File: src/design/fidp_regs.vh
// Constants for the flash identification and sector-protection host controller
`ifndef FIDP_REGS_VH
`define FIDP_REGS_VH
// Address bit positions on the flash address bus (word mode, A19..A0)
`define FIDP_ADDR_W 20
`define FIDP_A9_BIT 9
`define FIDP_A6_BIT 6
`define FIDP_A1_BIT 1
`define FIDP_A0_BIT 0
`define FIDP_SEC_LSB 12
`define FIDP_SEC_W 8
`define FIDP_SEC_LAST 8'hFF
// Identification item select on A1:A0
`define FIDP_ID_MANUF 2'h0
`define FIDP_ID_DEVICE 2'h1
`define FIDP_ID_PROT 2'h2
`define FIDP_ID_CONT 2'h3
// Protection status values
`define FIDP_PROT_YES 8'h01
`define FIDP_PROT_NO 8'h00
// Host operations
`define FIDP_OP_READ_ID 2'h0
`define FIDP_OP_PROTECT 2'h1
`define FIDP_OP_UNPROTECT 2'h2
// Bus cycle timing in ns
`define FIDP_CLK_NS 10
`define FIDP_ACCESS_NS 300
`define FIDP_SETUP_NS 50
`define FIDP_PULSE_NS 100
`define FIDP_CNT_W 8
`endif

File: src/design/fidp_host.v
// Host controller: identification reads and sector protect/unprotect cycles
//
// What this block does
// - Identification read drives chip enable low, output enable low, write enable high, A6 low.
// - Protect steps run as ordinary bus cycles with reset at elevated voltage.
// - Unprotect first protects every sector address, then issues the unprotect write.
// - Unprotect clears all units; host then re-protects wanted units singly.
`timescale 1ns/100ps
`include "fidp_regs.vh"
module fidp_host #(
    parameter ACCESS_NS = `FIDP_ACCESS_NS,
    parameter PULSE_NS = `FIDP_PULSE_NS
) (
    input wire core_clk_i,
    input wire arst_n_i,
    input wire clk_en_i,
    input wire start_i,
    input wire [1:0] op_i,
    input wire [1:0] id_sel_i,
    input wire [7:0] sector_addr_i,
    input wire bottom_boot_i,
    input wire [15:0] flash_dq_i,
    output wire ready_o,
    output reg done_o,
    output reg [15:0] id_data_o,
    output reg [4:0] unit_o,
    output reg boot_outer_o,
    output reg [19:0] flash_addr_o,
    output reg [15:0] flash_dq_o,
    output reg flash_dq_oe_n_o,
    output reg flash_ce_n_o,
    output reg flash_oe_n_o,
    output reg flash_we_n_o,
    output reg flash_byte_n_o,
    output reg a9_high_volt_o,
    output reg reset_high_volt_o
);
    ////////////////////////////////////////////////////////////////////////
    // Timing counts derived from the clock period
    // Whole-cycle counts, rounded up so no bus phase ends early
    localparam integer ACCESS_CYC_I = ((ACCESS_NS + `FIDP_CLK_NS - 1) / `FIDP_CLK_NS);
    localparam integer PULSE_CYC_I = ((PULSE_NS + `FIDP_CLK_NS - 1) / `FIDP_CLK_NS);
    localparam integer SETUP_CYC_I = ((`FIDP_SETUP_NS + `FIDP_CLK_NS - 1) / `FIDP_CLK_NS);
    // Cut to the counter width on purpose
    localparam [7:0] ACCESS_CYC = ACCESS_CYC_I[7:0];
    localparam [7:0] PULSE_CYC = PULSE_CYC_I[7:0];
    localparam [7:0] SETUP_CYC = SETUP_CYC_I[7:0];
    // One-hot states
    localparam [4:0] ST_IDLE = 5'h01;
    localparam [4:0] ST_SETUP = 5'h02;
    localparam [4:0] ST_READ = 5'h04;
    localparam [4:0] ST_WRITE = 5'h08;
    localparam [4:0] ST_DONE = 5'h10;

    ////////////////////////////////////////////////////////////////////////
    // Input synchronisers for flash data pins
    reg [15:0] dq_meta;
    reg [15:0] dq_sync;
    always @(posedge core_clk_i or negedge arst_n_i) begin
        if (!arst_n_i) begin
            dq_meta <= 16'h0000;
            dq_sync <= 16'h0000;
        end else if (clk_en_i) begin
            dq_meta <= flash_dq_i;
            dq_sync <= dq_meta;
        end
    end

    ////////////////////////////////////////////////////////////////////////
    // Sector map lookup for status reporting
    wire [4:0] map_unit;
    wire map_outer;
    fidp_sector_map u_map (
        .sector_addr_i(sector_addr_i),
        .bottom_boot_i(bottom_boot_i),
        .unit_o(map_unit),
        .boot_outer_o(map_outer)
    );

    // Build address for an identification or protect cycle
    function [19:0] fidp_addr;
        input [7:0] sec;
        input [1:0] sel;
        input a1;
        begin
            fidp_addr = 20'h00000;
            fidp_addr[`FIDP_SEC_LSB+`FIDP_SEC_W-1:`FIDP_SEC_LSB] = sec;
            fidp_addr[`FIDP_A6_BIT] = 1'b0;
            fidp_addr[`FIDP_A1_BIT] = a1 | sel[1];
            fidp_addr[`FIDP_A0_BIT] = sel[0];
        end
    endfunction

    ////////////////////////////////////////////////////////////////////////
    // Sequencer
    reg [4:0] state;
    reg [7:0] cnt;
    reg [1:0] op;

    ////////////////////////////////////////////////////////////////////////
    // Protect sweep ahead of an unprotect
    // Every sector address is protected first, so the unprotect write
    // never meets an unprotected sector; costs 256 extra write cycles.
    reg sweeping;
    reg [7:0] sweep_sec;

    // Ready only in idle; a start seen elsewhere is dropped, not queued
    assign ready_o = (state == ST_IDLE);
    always @(posedge core_clk_i or negedge arst_n_i) begin
        if (!arst_n_i) begin
            state <= ST_IDLE;
            cnt <= 8'h00;
            op <= `FIDP_OP_READ_ID;
            sweeping <= 1'b0;
            sweep_sec <= 8'h00;
            done_o <= 1'b0;
            id_data_o <= 16'h0000;
            unit_o <= 5'h00;
            boot_outer_o <= 1'b0;
            flash_addr_o <= 20'h00000;
            flash_dq_o <= 16'h0000;
            flash_dq_oe_n_o <= 1'b1;
            flash_ce_n_o <= 1'b1;
            flash_oe_n_o <= 1'b1;
            flash_we_n_o <= 1'b1;
            flash_byte_n_o <= 1'b1;
            a9_high_volt_o <= 1'b0;
            reset_high_volt_o <= 1'b0;
        end else if (clk_en_i) begin
            done_o <= 1'b0;
            case (state)
                ST_IDLE: begin
                    if (start_i) begin
                        op <= op_i;
                        unit_o <= map_unit;
                        boot_outer_o <= map_outer;
                        flash_byte_n_o <= 1'b1;
                        // Unprotect starts its protect sweep at the lowest sector
                        sweeping <= (op_i == `FIDP_OP_UNPROTECT);
                        sweep_sec <= 8'h00;
                        flash_addr_o <= fidp_addr((op_i == `FIDP_OP_UNPROTECT) ? 8'h00 : sector_addr_i, id_sel_i,
                            op_i != `FIDP_OP_READ_ID);
                        a9_high_volt_o <= (op_i == `FIDP_OP_READ_ID);
                        reset_high_volt_o <= (op_i != `FIDP_OP_READ_ID);
                        flash_ce_n_o <= 1'b0;
                        cnt <= SETUP_CYC;
                        state <= ST_SETUP;
                    end
                end
                ST_SETUP: begin
                    if (cnt <= 8'h01) begin
                        if (op == `FIDP_OP_READ_ID) begin
                            flash_oe_n_o <= 1'b0;
                            flash_we_n_o <= 1'b1;
                            cnt <= ACCESS_CYC;
                            state <= ST_READ;
                        end else begin
                            // Unprotect flagged on A6 after the sweep, protect keeps A6 low
                            flash_addr_o[`FIDP_A6_BIT] <= (op == `FIDP_OP_UNPROTECT) && !sweeping;
                            flash_we_n_o <= 1'b0;
                            flash_dq_oe_n_o <= 1'b0;
                            flash_dq_o <= 16'h0000;
                            cnt <= PULSE_CYC;
                            state <= ST_WRITE;
                        end
                    end else begin
                        cnt <= cnt - 8'h01;
                    end
                end
                ST_READ: begin
                    if (cnt <= 8'h01) begin
                        id_data_o <= dq_sync;
                        flash_oe_n_o <= 1'b1;
                        state <= ST_DONE;
                    end else begin
                        cnt <= cnt - 8'h01;
                    end
                end
                ST_WRITE: begin
                    if (cnt <= 8'h01) begin
                        flash_we_n_o <= 1'b1;
                        flash_dq_oe_n_o <= 1'b1;
                        state <= ST_DONE;
                    end else begin
                        cnt <= cnt - 8'h01;
                    end
                end
                ST_DONE: begin
                    if (sweeping) begin
                        // Chip stays selected; next protect write, or the unprotect after the last sector
                        sweeping <= (sweep_sec != `FIDP_SEC_LAST);
                        sweep_sec <= sweep_sec + 8'h01;
                        flash_addr_o <= fidp_addr(sweep_sec + 8'h01, 2'h0, 1'b1);
                        cnt <= SETUP_CYC;
                        state <= ST_SETUP;
                    end else begin
                        // Release the chip and report the end of the operation
                        flash_ce_n_o <= 1'b1;
                        a9_high_volt_o <= 1'b0;
                        reset_high_volt_o <= 1'b0;
                        done_o <= 1'b1;
                        state <= ST_IDLE;
                    end
                end
                default: begin
                    state <= ST_IDLE;
                end
            endcase
        end
    end
endmodule

File: src/design/fidp_sector_map.v
// Sector address to protection unit index for top and bottom boot layouts
`timescale 1ns/100ps
module fidp_sector_map (
    input wire [7:0] sector_addr_i,
    input wire bottom_boot_i,
    output reg [4:0] unit_o,
    output reg boot_outer_o
);
    // Mirror bottom layout onto top layout then decode groups
    reg [7:0] top_addr;
    always @* begin
        top_addr = bottom_boot_i ? ~sector_addr_i : sector_addr_i;
        boot_outer_o = (top_addr[7:1] == 7'h7F);
        if (top_addr[7:3] == 5'h1F) begin
            unit_o = {2'h0, top_addr[2:0]} + 5'h0A;
        end else if (top_addr[7:5] == 3'h7) begin
            unit_o = 5'h09;
        end else if (top_addr[7:3] == 5'h00) begin
            unit_o = 5'h00;
        end else if (top_addr[7:5] == 3'h0) begin
            unit_o = 5'h01;
        end else begin
            unit_o = {2'h0, top_addr[7:5]} + 5'h01;
        end
    end
endmodule

File: config.mk
export PLATFORM = sky130hd
export DESIGN_NAME = fidp_host
export DESIGN_NICKNAME = d
export VERILOG_FILES = /design/src/design/fidp_host.v /design/src/design/fidp_sector_map.v
export VERILOG_INCLUDE_DIRS = /design/src /design/src/design
export SDC_FILE = /design/constraint.sdc
export NUM_CORES = 1
export LEC_CHECK = 0
export BUFFER_PORTS_ARGS = -buffer_cell sky130_fd_sc_hd__buf_2
export CORE_UTILIZATION = 59
export CTS_CLUSTER_SIZE = 28
export DETAILED_ROUTE_END_ITERATION = 8
export PLACE_DENSITY = 0.92
export SLEW_MARGIN = 20
export SYNTH_ARGS = -nofsm -noshare
export SYNTH_HDL_FRONTEND = slang
export SYNTH_HIERARCHICAL = 1
export SYNTH_SLANG_ARGS = --single-unit
File: constraint.sdc
create_clock -name core_clk_i -period 3.8 [get_ports core_clk_i]
set_clock_uncertainty 0.1 [all_clocks]
set_input_delay 0.76 -clock core_clk_i [delete_from_list [all_inputs] [get_ports core_clk_i]]
set_output_delay 0.76 -clock core_clk_i [all_outputs]
set_load 0.005 [all_outputs]
Word level (Yosys, flattened, before mapping)
Cells that the tools add are included.
{"block": "word_totals", "reg_bits": 105, "inputBits": 33, "out_inout_bits": 67, "word_cells": 122}
{"block": "classes", "addsub": 4, "n_lt_le_gt_ge": 1, "eq_ne": 21, "muxes": 51, "bitwise": 2, "reduce_logical": 24}
{"operator": "$mux W8", "count": 8}
{"operator": "$mux W20", "count": 2}
{"operator": "$mux W5", "count": 8}
{"operator": "$pmux W8 S4", "count": 1}
{"operator": "$pmux W13 S2", "count": 1}
{"operator": "$pmux W5 S4", "count": 1}
{"operator": "$mux W1", "count": 18}
{"operator": "$ne A2 B2 Y1 const B", "count": 9}
{"operator": "$pmux W8 S2", "count": 1}
{"operator": "$reduce_and A4 Y1", "count": 4}
{"operator": "$reduce_and A5 Y1", "count": 3}
{"operator": "$pmux W1 S2", "count": 7}
{"operator": "$pmux W6 S2", "count": 1}
{"operator": "$eq A5 B5 Y1 const B", "count": 2}
{"operator": "$reduce_and A3 Y1", "count": 3}
{"operator": "$add A8 B1 Y8 const B", "count": 1}
{"operator": "$le A8 B1 Y1 const B", "count": 1}
{"operator": "$ne A8 B8 Y1 const B", "count": 1}
{"operator": "$not A8 Y8", "count": 1}
{"operator": "$reduce_bool A2 Y1", "count": 4}
{"operator": "$sub A8 B1 Y8 const B", "count": 1}
{"operator": "$eq A7 B7 Y1 const B", "count": 1}
{"operator": "$reduce_and A6 Y1", "count": 1}
{"operator": "$add A3 B4 Y5 const B", "count": 1}
{"operator": "20 further kinds", "count": 22}

Longest topological paths before layout
Gate-level depths: netlist (run 1).
{"block": "logic_depth", "word_depth": 7, "depth_mapped": 9, "ltp_nobuf": 8}

Hierarchy
Netlist (run 1), hierarchy kept.
{"mod": "fidp_host", "n_inst": 1, "cells_per_inst": 391, "area_per_inst_um2": 4464.3, "seq_area_each_um2": 2408.6}
{"mod": "fidp_sector_map", "n_inst": 1, "cells_per_inst": 39, "area_per_inst_um2": 297.8, "seq_area_each_um2": 0.0}

Least setup slack after synthesis (run 1)
Ideal clock, no wire load.
{"block": "synth_path", "path_kind": "input port to flip-flop", "start": "in start_i", "end": "reg cnt[1]", "setup_time_ns": 0.125, "t_arrival_ns": 2.373, "required_time_ns": 3.575, "slack_ns": 1.202, "path_stages": 5, "path_buffers": 0, "cell_sequence": "or4b_2 o31ai_1 a311o_1 or2_4 mux2_4"}
{"block": "synth_between", "elab_chain_len": 2}
{"item": "start, declared", "line": "fidp_host.v:17", "source": "input wire start_i,"}
{"item": "$ne A2 B2 Y1 (no source line)"}
{"item": "$reduce_and A5 Y1 (no source line)"}
{"item": "end signal, assigned", "line": "fidp_host.v:167", "source": "cnt <= cnt - 8'h01;"}
{"item": "end signal, assigned", "line": "fidp_host.v:176", "source": "cnt <= cnt - 8'h01;"}
{"item": "end signal, assigned", "line": "fidp_host.v:185", "source": "cnt <= cnt - 8'h01;"}
{"item": "end, declared", "line": "fidp_host.v:97", "source": "reg [7:0] cnt;"}
No other way between the ends.
A chain may end at the register's enable or synchronous reset.

Worst setup path in the final report (run 1)
{"block": "layout_path", "start": "reg state[2]", "end": "reg cnt[1]"}
{"block": "layout_between", "elab_chain_len": 4, "elab_cells_between_ends": 12, "classes_between": "8 x eq/ne; 1 x mux; 3 x reduce/logical"}
{"item": "start, declared", "line": "fidp_host.v:96", "source": "reg [4:0] state;"}
{"item": "start signal, assigned", "line": "fidp_host.v:111", "source": "state <= ST_IDLE;"}
{"item": "start signal, assigned", "line": "fidp_host.v:147", "source": "state <= ST_SETUP;"}
{"item": "start signal, assigned", "line": "fidp_host.v:156", "source": "state <= ST_READ;"}
{"item": "$eq A5 B4 Y1 / $eq A5 B3 Y1 (equally long branches)", "line": "fidp_host.v:131", "source": "case (state)"}
{"item": "$reduce_or A2 Y1 (no source line)"}
{"item": "$ne A2 B2 Y1 (no source line) / $reduce_bool A4 Y1 (equally long branches)"}
{"item": "$reduce_and A5 Y1 (no source line)"}
Several ways; a longest one is shown, not always the timed one.

==> results.toml, run 1 <==
[floorplan]
ioPinCount = 100
die_area_mm2 = 0.00843
die_w_um = 91.8
rows = 32
core_area_mm2 = 0.00777
start_util_pct = 61.3
die_h_um = 91.8

[clock_tree]
post-cts-setup-buffers = 0
cts_tree = "done"
cts.clk_slew.worst_paths_ns = 0.10
cts_buffer_depth = 2
cts.htree.levels = 3
clk-insertion-delay-late_ns = 0.37
ctsRootBufferMaster = "clkbuf_8"
cts.repair.resized = 0
cts_made_buffers = 9
holdBufCountCts = 0
clock-sinks = 96

[worst_setup_path]
worst-setup-path-type = "flop to flop"
crit_path_end_kind = "flop"
cp.required_ns = 3.96
cp_data_arrival_time_ns = 2.90
start_kind = "flop"
crit_path_max_fanout = 11

[logic_synthesis]
synthDistinctLibCells = 64
synth_area_mm2 = 0.00476
synth_area_per_cell_um2 = 11.1
yosys.area.top_type = "dfrtp_1"
yosysWarnings = 6
synth_area_leaders = "dfrtp_1, mux2_2, buf_4"
synth_flop_cell = "dfrtp_1"
synth-seq-cells = 96
synth_top_area_share_pct = 47.8
async_flop_share_pct = 100
yosysSeqAreaShare_pct = 50.6
synthCells = 430
synth_edf_count = 0

[routing]
drt-total-wl_mm = 9.69
antenna_left = 0
drtIter0Drc = 277
vias = 3513
via_per_inst = 5.79
route.detailed.wl_per_inst_um = 16.0
drc = 0
dr.pass1.iters = 5

[layout]
syn2layout_area_growth_pct = 11.3
n_antenna_cell = 0
final_common_cell = "dfrtp_1"
fin_nets = 540
drive_above_1_share_pct = 32.7
mostFrequentLayoutCells = "dfrtp_1, buf_2, mux2_2"

[worst_hold_path]
worstHoldPathType = "input pin to async pin"

[timing]
hold_viol = 0
rsz0062_at_grt = "false"
finalSetupTns_ns = 0
slew_viol_final = 0
fmax_mhz = 365
tightest_slew_ns = 0.788
slew_headroom_pct = 47.4
finalCritPeriodShare_pct = 72.1
setup_violations = 0
min_period_ns = 2.74

[placed_design]
port_buffers = 73
gp_congestion = 0.864
hpwl_mm = 6.79

[power_and_ir_drop]
power_mw = 3.15
powerDensity_mw_per_mm2 = 594
leakage_nw = 2.57
ir_drop_mv = 0.471

[global_route]
grt.total_usage_pct = 25.0
grt.overflow.total = 0
grt_pass1_wl_mm = 16.6
grt_pass1_vias = 3494
antenna_found_initial = 0
grt_start_max_net_pins = 65

[run_status]
status = "finished clean"

[flow_run]
maxCapViolCount = 0
[sequential cells by signal, indices dropped and copies added, names as in the netlist, 2 cells and up]
signal        flops
op                2
id_data_o        16
unit_o            5
cnt               8
dq_meta          16
state             5
dq_sync          16
sweep_sec         8
flash_addr_o     11
[logic make-up (layout without fill, tap and decap cells)]
group / count (synthesis) / in the layout / synth area share (%)
simple gates: 107 / 107 / 12.0
flops: 96 / 96 / 50.6
compound gates: 90 / 90 / 12.4
mux: 57 / 57 / 13.6
buf+inv: 57 / 108 / 6.86
xor+xnor: 14 / 14 / 2.57
fa+ha+maj: 7 / 7 / 1.84
other cells: 2 / 26 / 0.158
[report_power, final]
group	internal (mW)	leakage (nW)	total [mW]	switching, mW
Combinational	0.471	1.27	1.02	0.552
Sequential	1.28	1.21	1.48	0.197
Clock	0.252	0.0963	0.643	0.391
Total	2.01	2.57	3.15	1.14
[cells in the mapped netlist, types with 4 or more instances]
master	n
mux2_2	56
o22ai_1	5
o31ai_1	4
nand2b_1	7
nor3_1	4
clkbuf_1	9
a21oi_1	16
nand3_1	9
nor2_1	20
xor2_1	11
nand2_1	34
and3_1	9
dfstp_2	5
buf_4	27
o211ai_1	5
ha_1	7
inv_1	14
dfrtp_1	91
o21ai_0	27
[cell type report]
class | instances | area, um^2
multi-input cells | 301 | 2120
clock buffers | 9 | 124
fillers | 591 | 2470
repair buffers | 78 | 405
inverters | 14 | 52.6
flip-flops and latches | 96 | 2410
clock inverters | 7 | 63.8
well taps | 102 | 128
[routing by layer]
layer | routed length [um] | vias to the layer above | track usage (%)
li1 | - | 1625 | -
met1 | 4060 | 1733 | 32.4
met2 | 4710 | 135 | 40.5
met3 | 700 | 20 | 5.64
met4 | 219 | 0 | 10.8
met5 | 0 | - | 0
[final timing paths]
| kind | from | end | slack, ns | cells after the start |
|---|---|---|---|---|
| worst max-delay path | state[2]$_DFFE_PN0P_ | cnt[1]$_DFFE_PN0P_ | 1.06 | 5 |
| worst min-delay path | arst_n_i | unit_o[4]$_DFFE_PN0P_ | 0.37 | 1 |
| worst max register to register | state[2]$_DFFE_PN0P_ | cnt[1]$_DFFE_PN0P_ | 1.06 | 5 |
| worst min register to register | flash_addr_o[0]$_DFFE_PN0P_ | flash_addr_o[0]$_DFFE_PN0P_ | 0.37 | 2 |
| max in group asynchronous | arst_n_i | id_data_o[11]$_DFFE_PN0P_ | 2.44 | 2 |
| min in group core_clk_i | flash_addr_o[0]$_DFFE_PN0P_ | flash_addr_o[0]$_DFFE_PN0P_ | 0.37 | 2 |
[stage by stage]
step / setup WS, ns / cell area, um^2 / utilization (%) / hold WS, ns / std cells
after CTS: 1.09 / 5300 / 68.2 / 0.373 / 607
after detailed placement: 0.946 / 5110 / 65.8 / 0.351 / 591
after global routing: 0.942 / 5300 / 68.2 / 0.417 / 607
after global placement: 0.986 / 5110 / 65.8 / 0.353 / 591
final: 1.06 / 5300 / 68.2 / 0.367 / 607
after floorplan: 1.20 / 4850 / - / 0.363 / 454
[critical path: stages (launching register included)]
cell and delay (ns):
dfrtp_1 0.52, or4_4 0.55, or2_1 0.37, a311o_1 0.48, or2_4 0.32, mux2_4 0.30
Power figures use the tool's default switching activity.
==> run 2, diff against run 1 <==
- CORE_UTILIZATION: 59 -> 55
- PLACE_DENSITY: 0.92 -> 0.87
- clock period: 3.8 -> 2.85 ns (I/O delays scaled with it)
==> results.toml, run 2 (same netlist as run 1, synthesis figures left out) <==
[worst_setup_path]
worst-setup-path-type = "flop to flop"
reg2regPathDepth = 8
slowest_stage = "dfrtp_1"
cp.required_ns = 3.01
cp-startpoint = "cnt[0]$_DFFE_PN0P_"
cp_data_arrival_time_ns = 2.80
reg2reg_slack_ns = 0.20
path_cells = "inv_1 > ha_1 > nor2_1 > and4b_1 > nand2_1 > nor4b_4 > buf_4 > mux2_2"
crit_path_max_fanout = 17
start_kind = "flop"
crit_path_end_kind = "flop"
critPathMaxStageDelay_ns = 0.42
endpoint = "id_data_o[15]$_DFFE_PN0P_"
r2r_start = "cnt[0]$_DFFE_PN0P_"
r2r_end = "id_data_o[15]$_DFFE_PN0P_"

[power_and_ir_drop]
leakage_nw = 2.60
power_mw = 4.32
powerDensity_mw_per_mm2 = 806
ir_drop_mv = 0.543

[layout]
n_antenna_cell = 0
mostFrequentLayoutCells = "dfrtp_1, buf_2, mux2_2"
reg_top3 = "dq_meta x16, dq_sync x16, id_data_o x16"
fin_area_mm2 = 0.00536
drive_above_1_share_pct = 33.1
syn2layout_area_growth_pct = 12.6
fin_nets = 543
filler_cell_count = 639
final_common_cell = "dfrtp_1"

[timing]
min_period_ns = 2.65
setup_violations = 0
rsz0062_at_grt = "false"
finalSetupTns_ns = 0
hold_viol = 0
tightest_slew_ns = 0.782
setup_slack_ns = 0.205
slew_viol_final = 0
slew_headroom_pct = 47.9
finalCritPeriodShare_pct = 92.8
fmax_mhz = 378

[floorplan]
ioPinCount = 100
rows = 33
start_util_pct = 57.4
die_h_um = 95.1
die_w_um = 95.1
die_area_mm2 = 0.00903
core_area_mm2 = 0.00830

[clock_tree]
cts_buffer_depth = 2
cts.repair.resized = 0
clk-insertion-delay-late_ns = 0.37
clock-sinks = 96
cts.clk_slew.worst_paths_ns = 0.11
cts_made_buffers = 9
cts.htree.levels = 3
ctsRootBufferMaster = "clkbuf_8"
cts_tree = "done"
holdBufCountCts = 0
post-cts-setup-buffers = 0

[routing]
via_per_inst = 5.87
drc = 0
drt-total-wl_mm = 10.3
antenna_left = 0
vias = 3600
route.detailed.wl_per_inst_um = 16.8
dr.pass1.iters = 5
drtIter0Drc = 284

[placed_design]
hpwl_mm = 7.18
pre_cts_slack_ns = 0.259
port_buffers = 73
gp_congestion = 0.907
placed_area_mm2 = 0.00515

[worst_hold_path]
worstHoldPathType = "input pin to async pin"

[global_route]
grt_pass1_vias = 3481
grt_start_max_net_pins = 59
antenna_found_initial = 0
grt_pass1_wl_mm = 16.7
grt.overflow.total = 0
grt.total_usage_pct = 24.5

[flow_run]
maxCapViolCount = 0

[run_status]
status = "finished clean"
run 2: cell types whose count changed in the layout (fill, tap and decap cells not counted):
cell | before | now
clkinv_4 | 4 | 1
clkinv_8 | 0 | 3
buf_12 | 0 | 1
buf_4 | 6 | 8
run 2: worst min-delay path by stage:
stage | start | end | slack [ns] | cells after the start
3_5_place_dp | flash_addr_o[0]$_DFFE_PN0P_ | flash_addr_o[0]$_DFFE_PN0P_ | 0.37 | 2
6_report | arst_n_i | flash_addr_o[12]$_DFFE_PN0P_ | 0.14 | 1
3_3_place_gp | a9_high_volt_o$_DFFE_PN0P_ | a9_high_volt_o$_DFFE_PN0P_ | 0.35 | 2
2_1_floorplan | arst_n_i | a9_high_volt_o$_DFFE_PN0P_ | 0.17 | 0
4_1_cts | arst_n_i | flash_addr_o[12]$_DFFE_PN0P_ | 0.17 | 1
5_1_grt | arst_n_i | flash_addr_o[12]$_DFFE_PN0P_ | 0.20 | 1
run 2: report_power, final:
group	total (mW)	internal [mW]	switching, mW
clock	0.910	0.353	0.556
combinational	1.43	0.641	0.786
sequential	1.98	1.71	0.270
total	4.32	2.71	1.61
run 2: worst max-delay path: cells and delay by family, from the launching register on:
kind	cells	cell delay (ns)
fa+ha+maj	1	0.27
mux	1	0.37
flops	1	0.42
buf+inv	2	0.41
simple gates	4	0.97
run 2: final cells by class:
cell class                      count  area (um^2)  share of cell area (%)
Clock buffer                        9          124                    2.31
Multi-Input combinational cell    301         2120                    39.5
Tap cell                          105          131                    2.45
Sequential cell                    96         2410                    44.9
Timing Repair Buffer               81          440                    8.22
Clock inverter                      7         86.3                    1.61
Inverter                           14         52.6                   0.980
run 2: routing by layer:
metal | vias to the layer above | share of wire (%) | global-route usage (%) | routed length (um)
li1 | 1634 | - | - | -
met1 | 1755 | 42 | 32.3 | 4300
met2 | 174 | 49 | 38.8 | 5020
met3 | 37 | 6.7 | 5.90 | 694
met4 | 0 | 2.7 | 10.2 | 279
met5 | - | 0 | 0 | 0
run 2: metrics by stage:
| step | util, % | cells | hold WS, ns |
|---|---|---|---|
| floorplan | - | 454 | 0.174 |
| global placement | 62.1 | 597 | 0.353 |
| detailed placement | 62.1 | 597 | 0.371 |
| CTS | 64.6 | 613 | 0.169 |
| global route | 64.6 | 613 | 0.204 |
| finish | 64.6 | 613 | 0.144 |
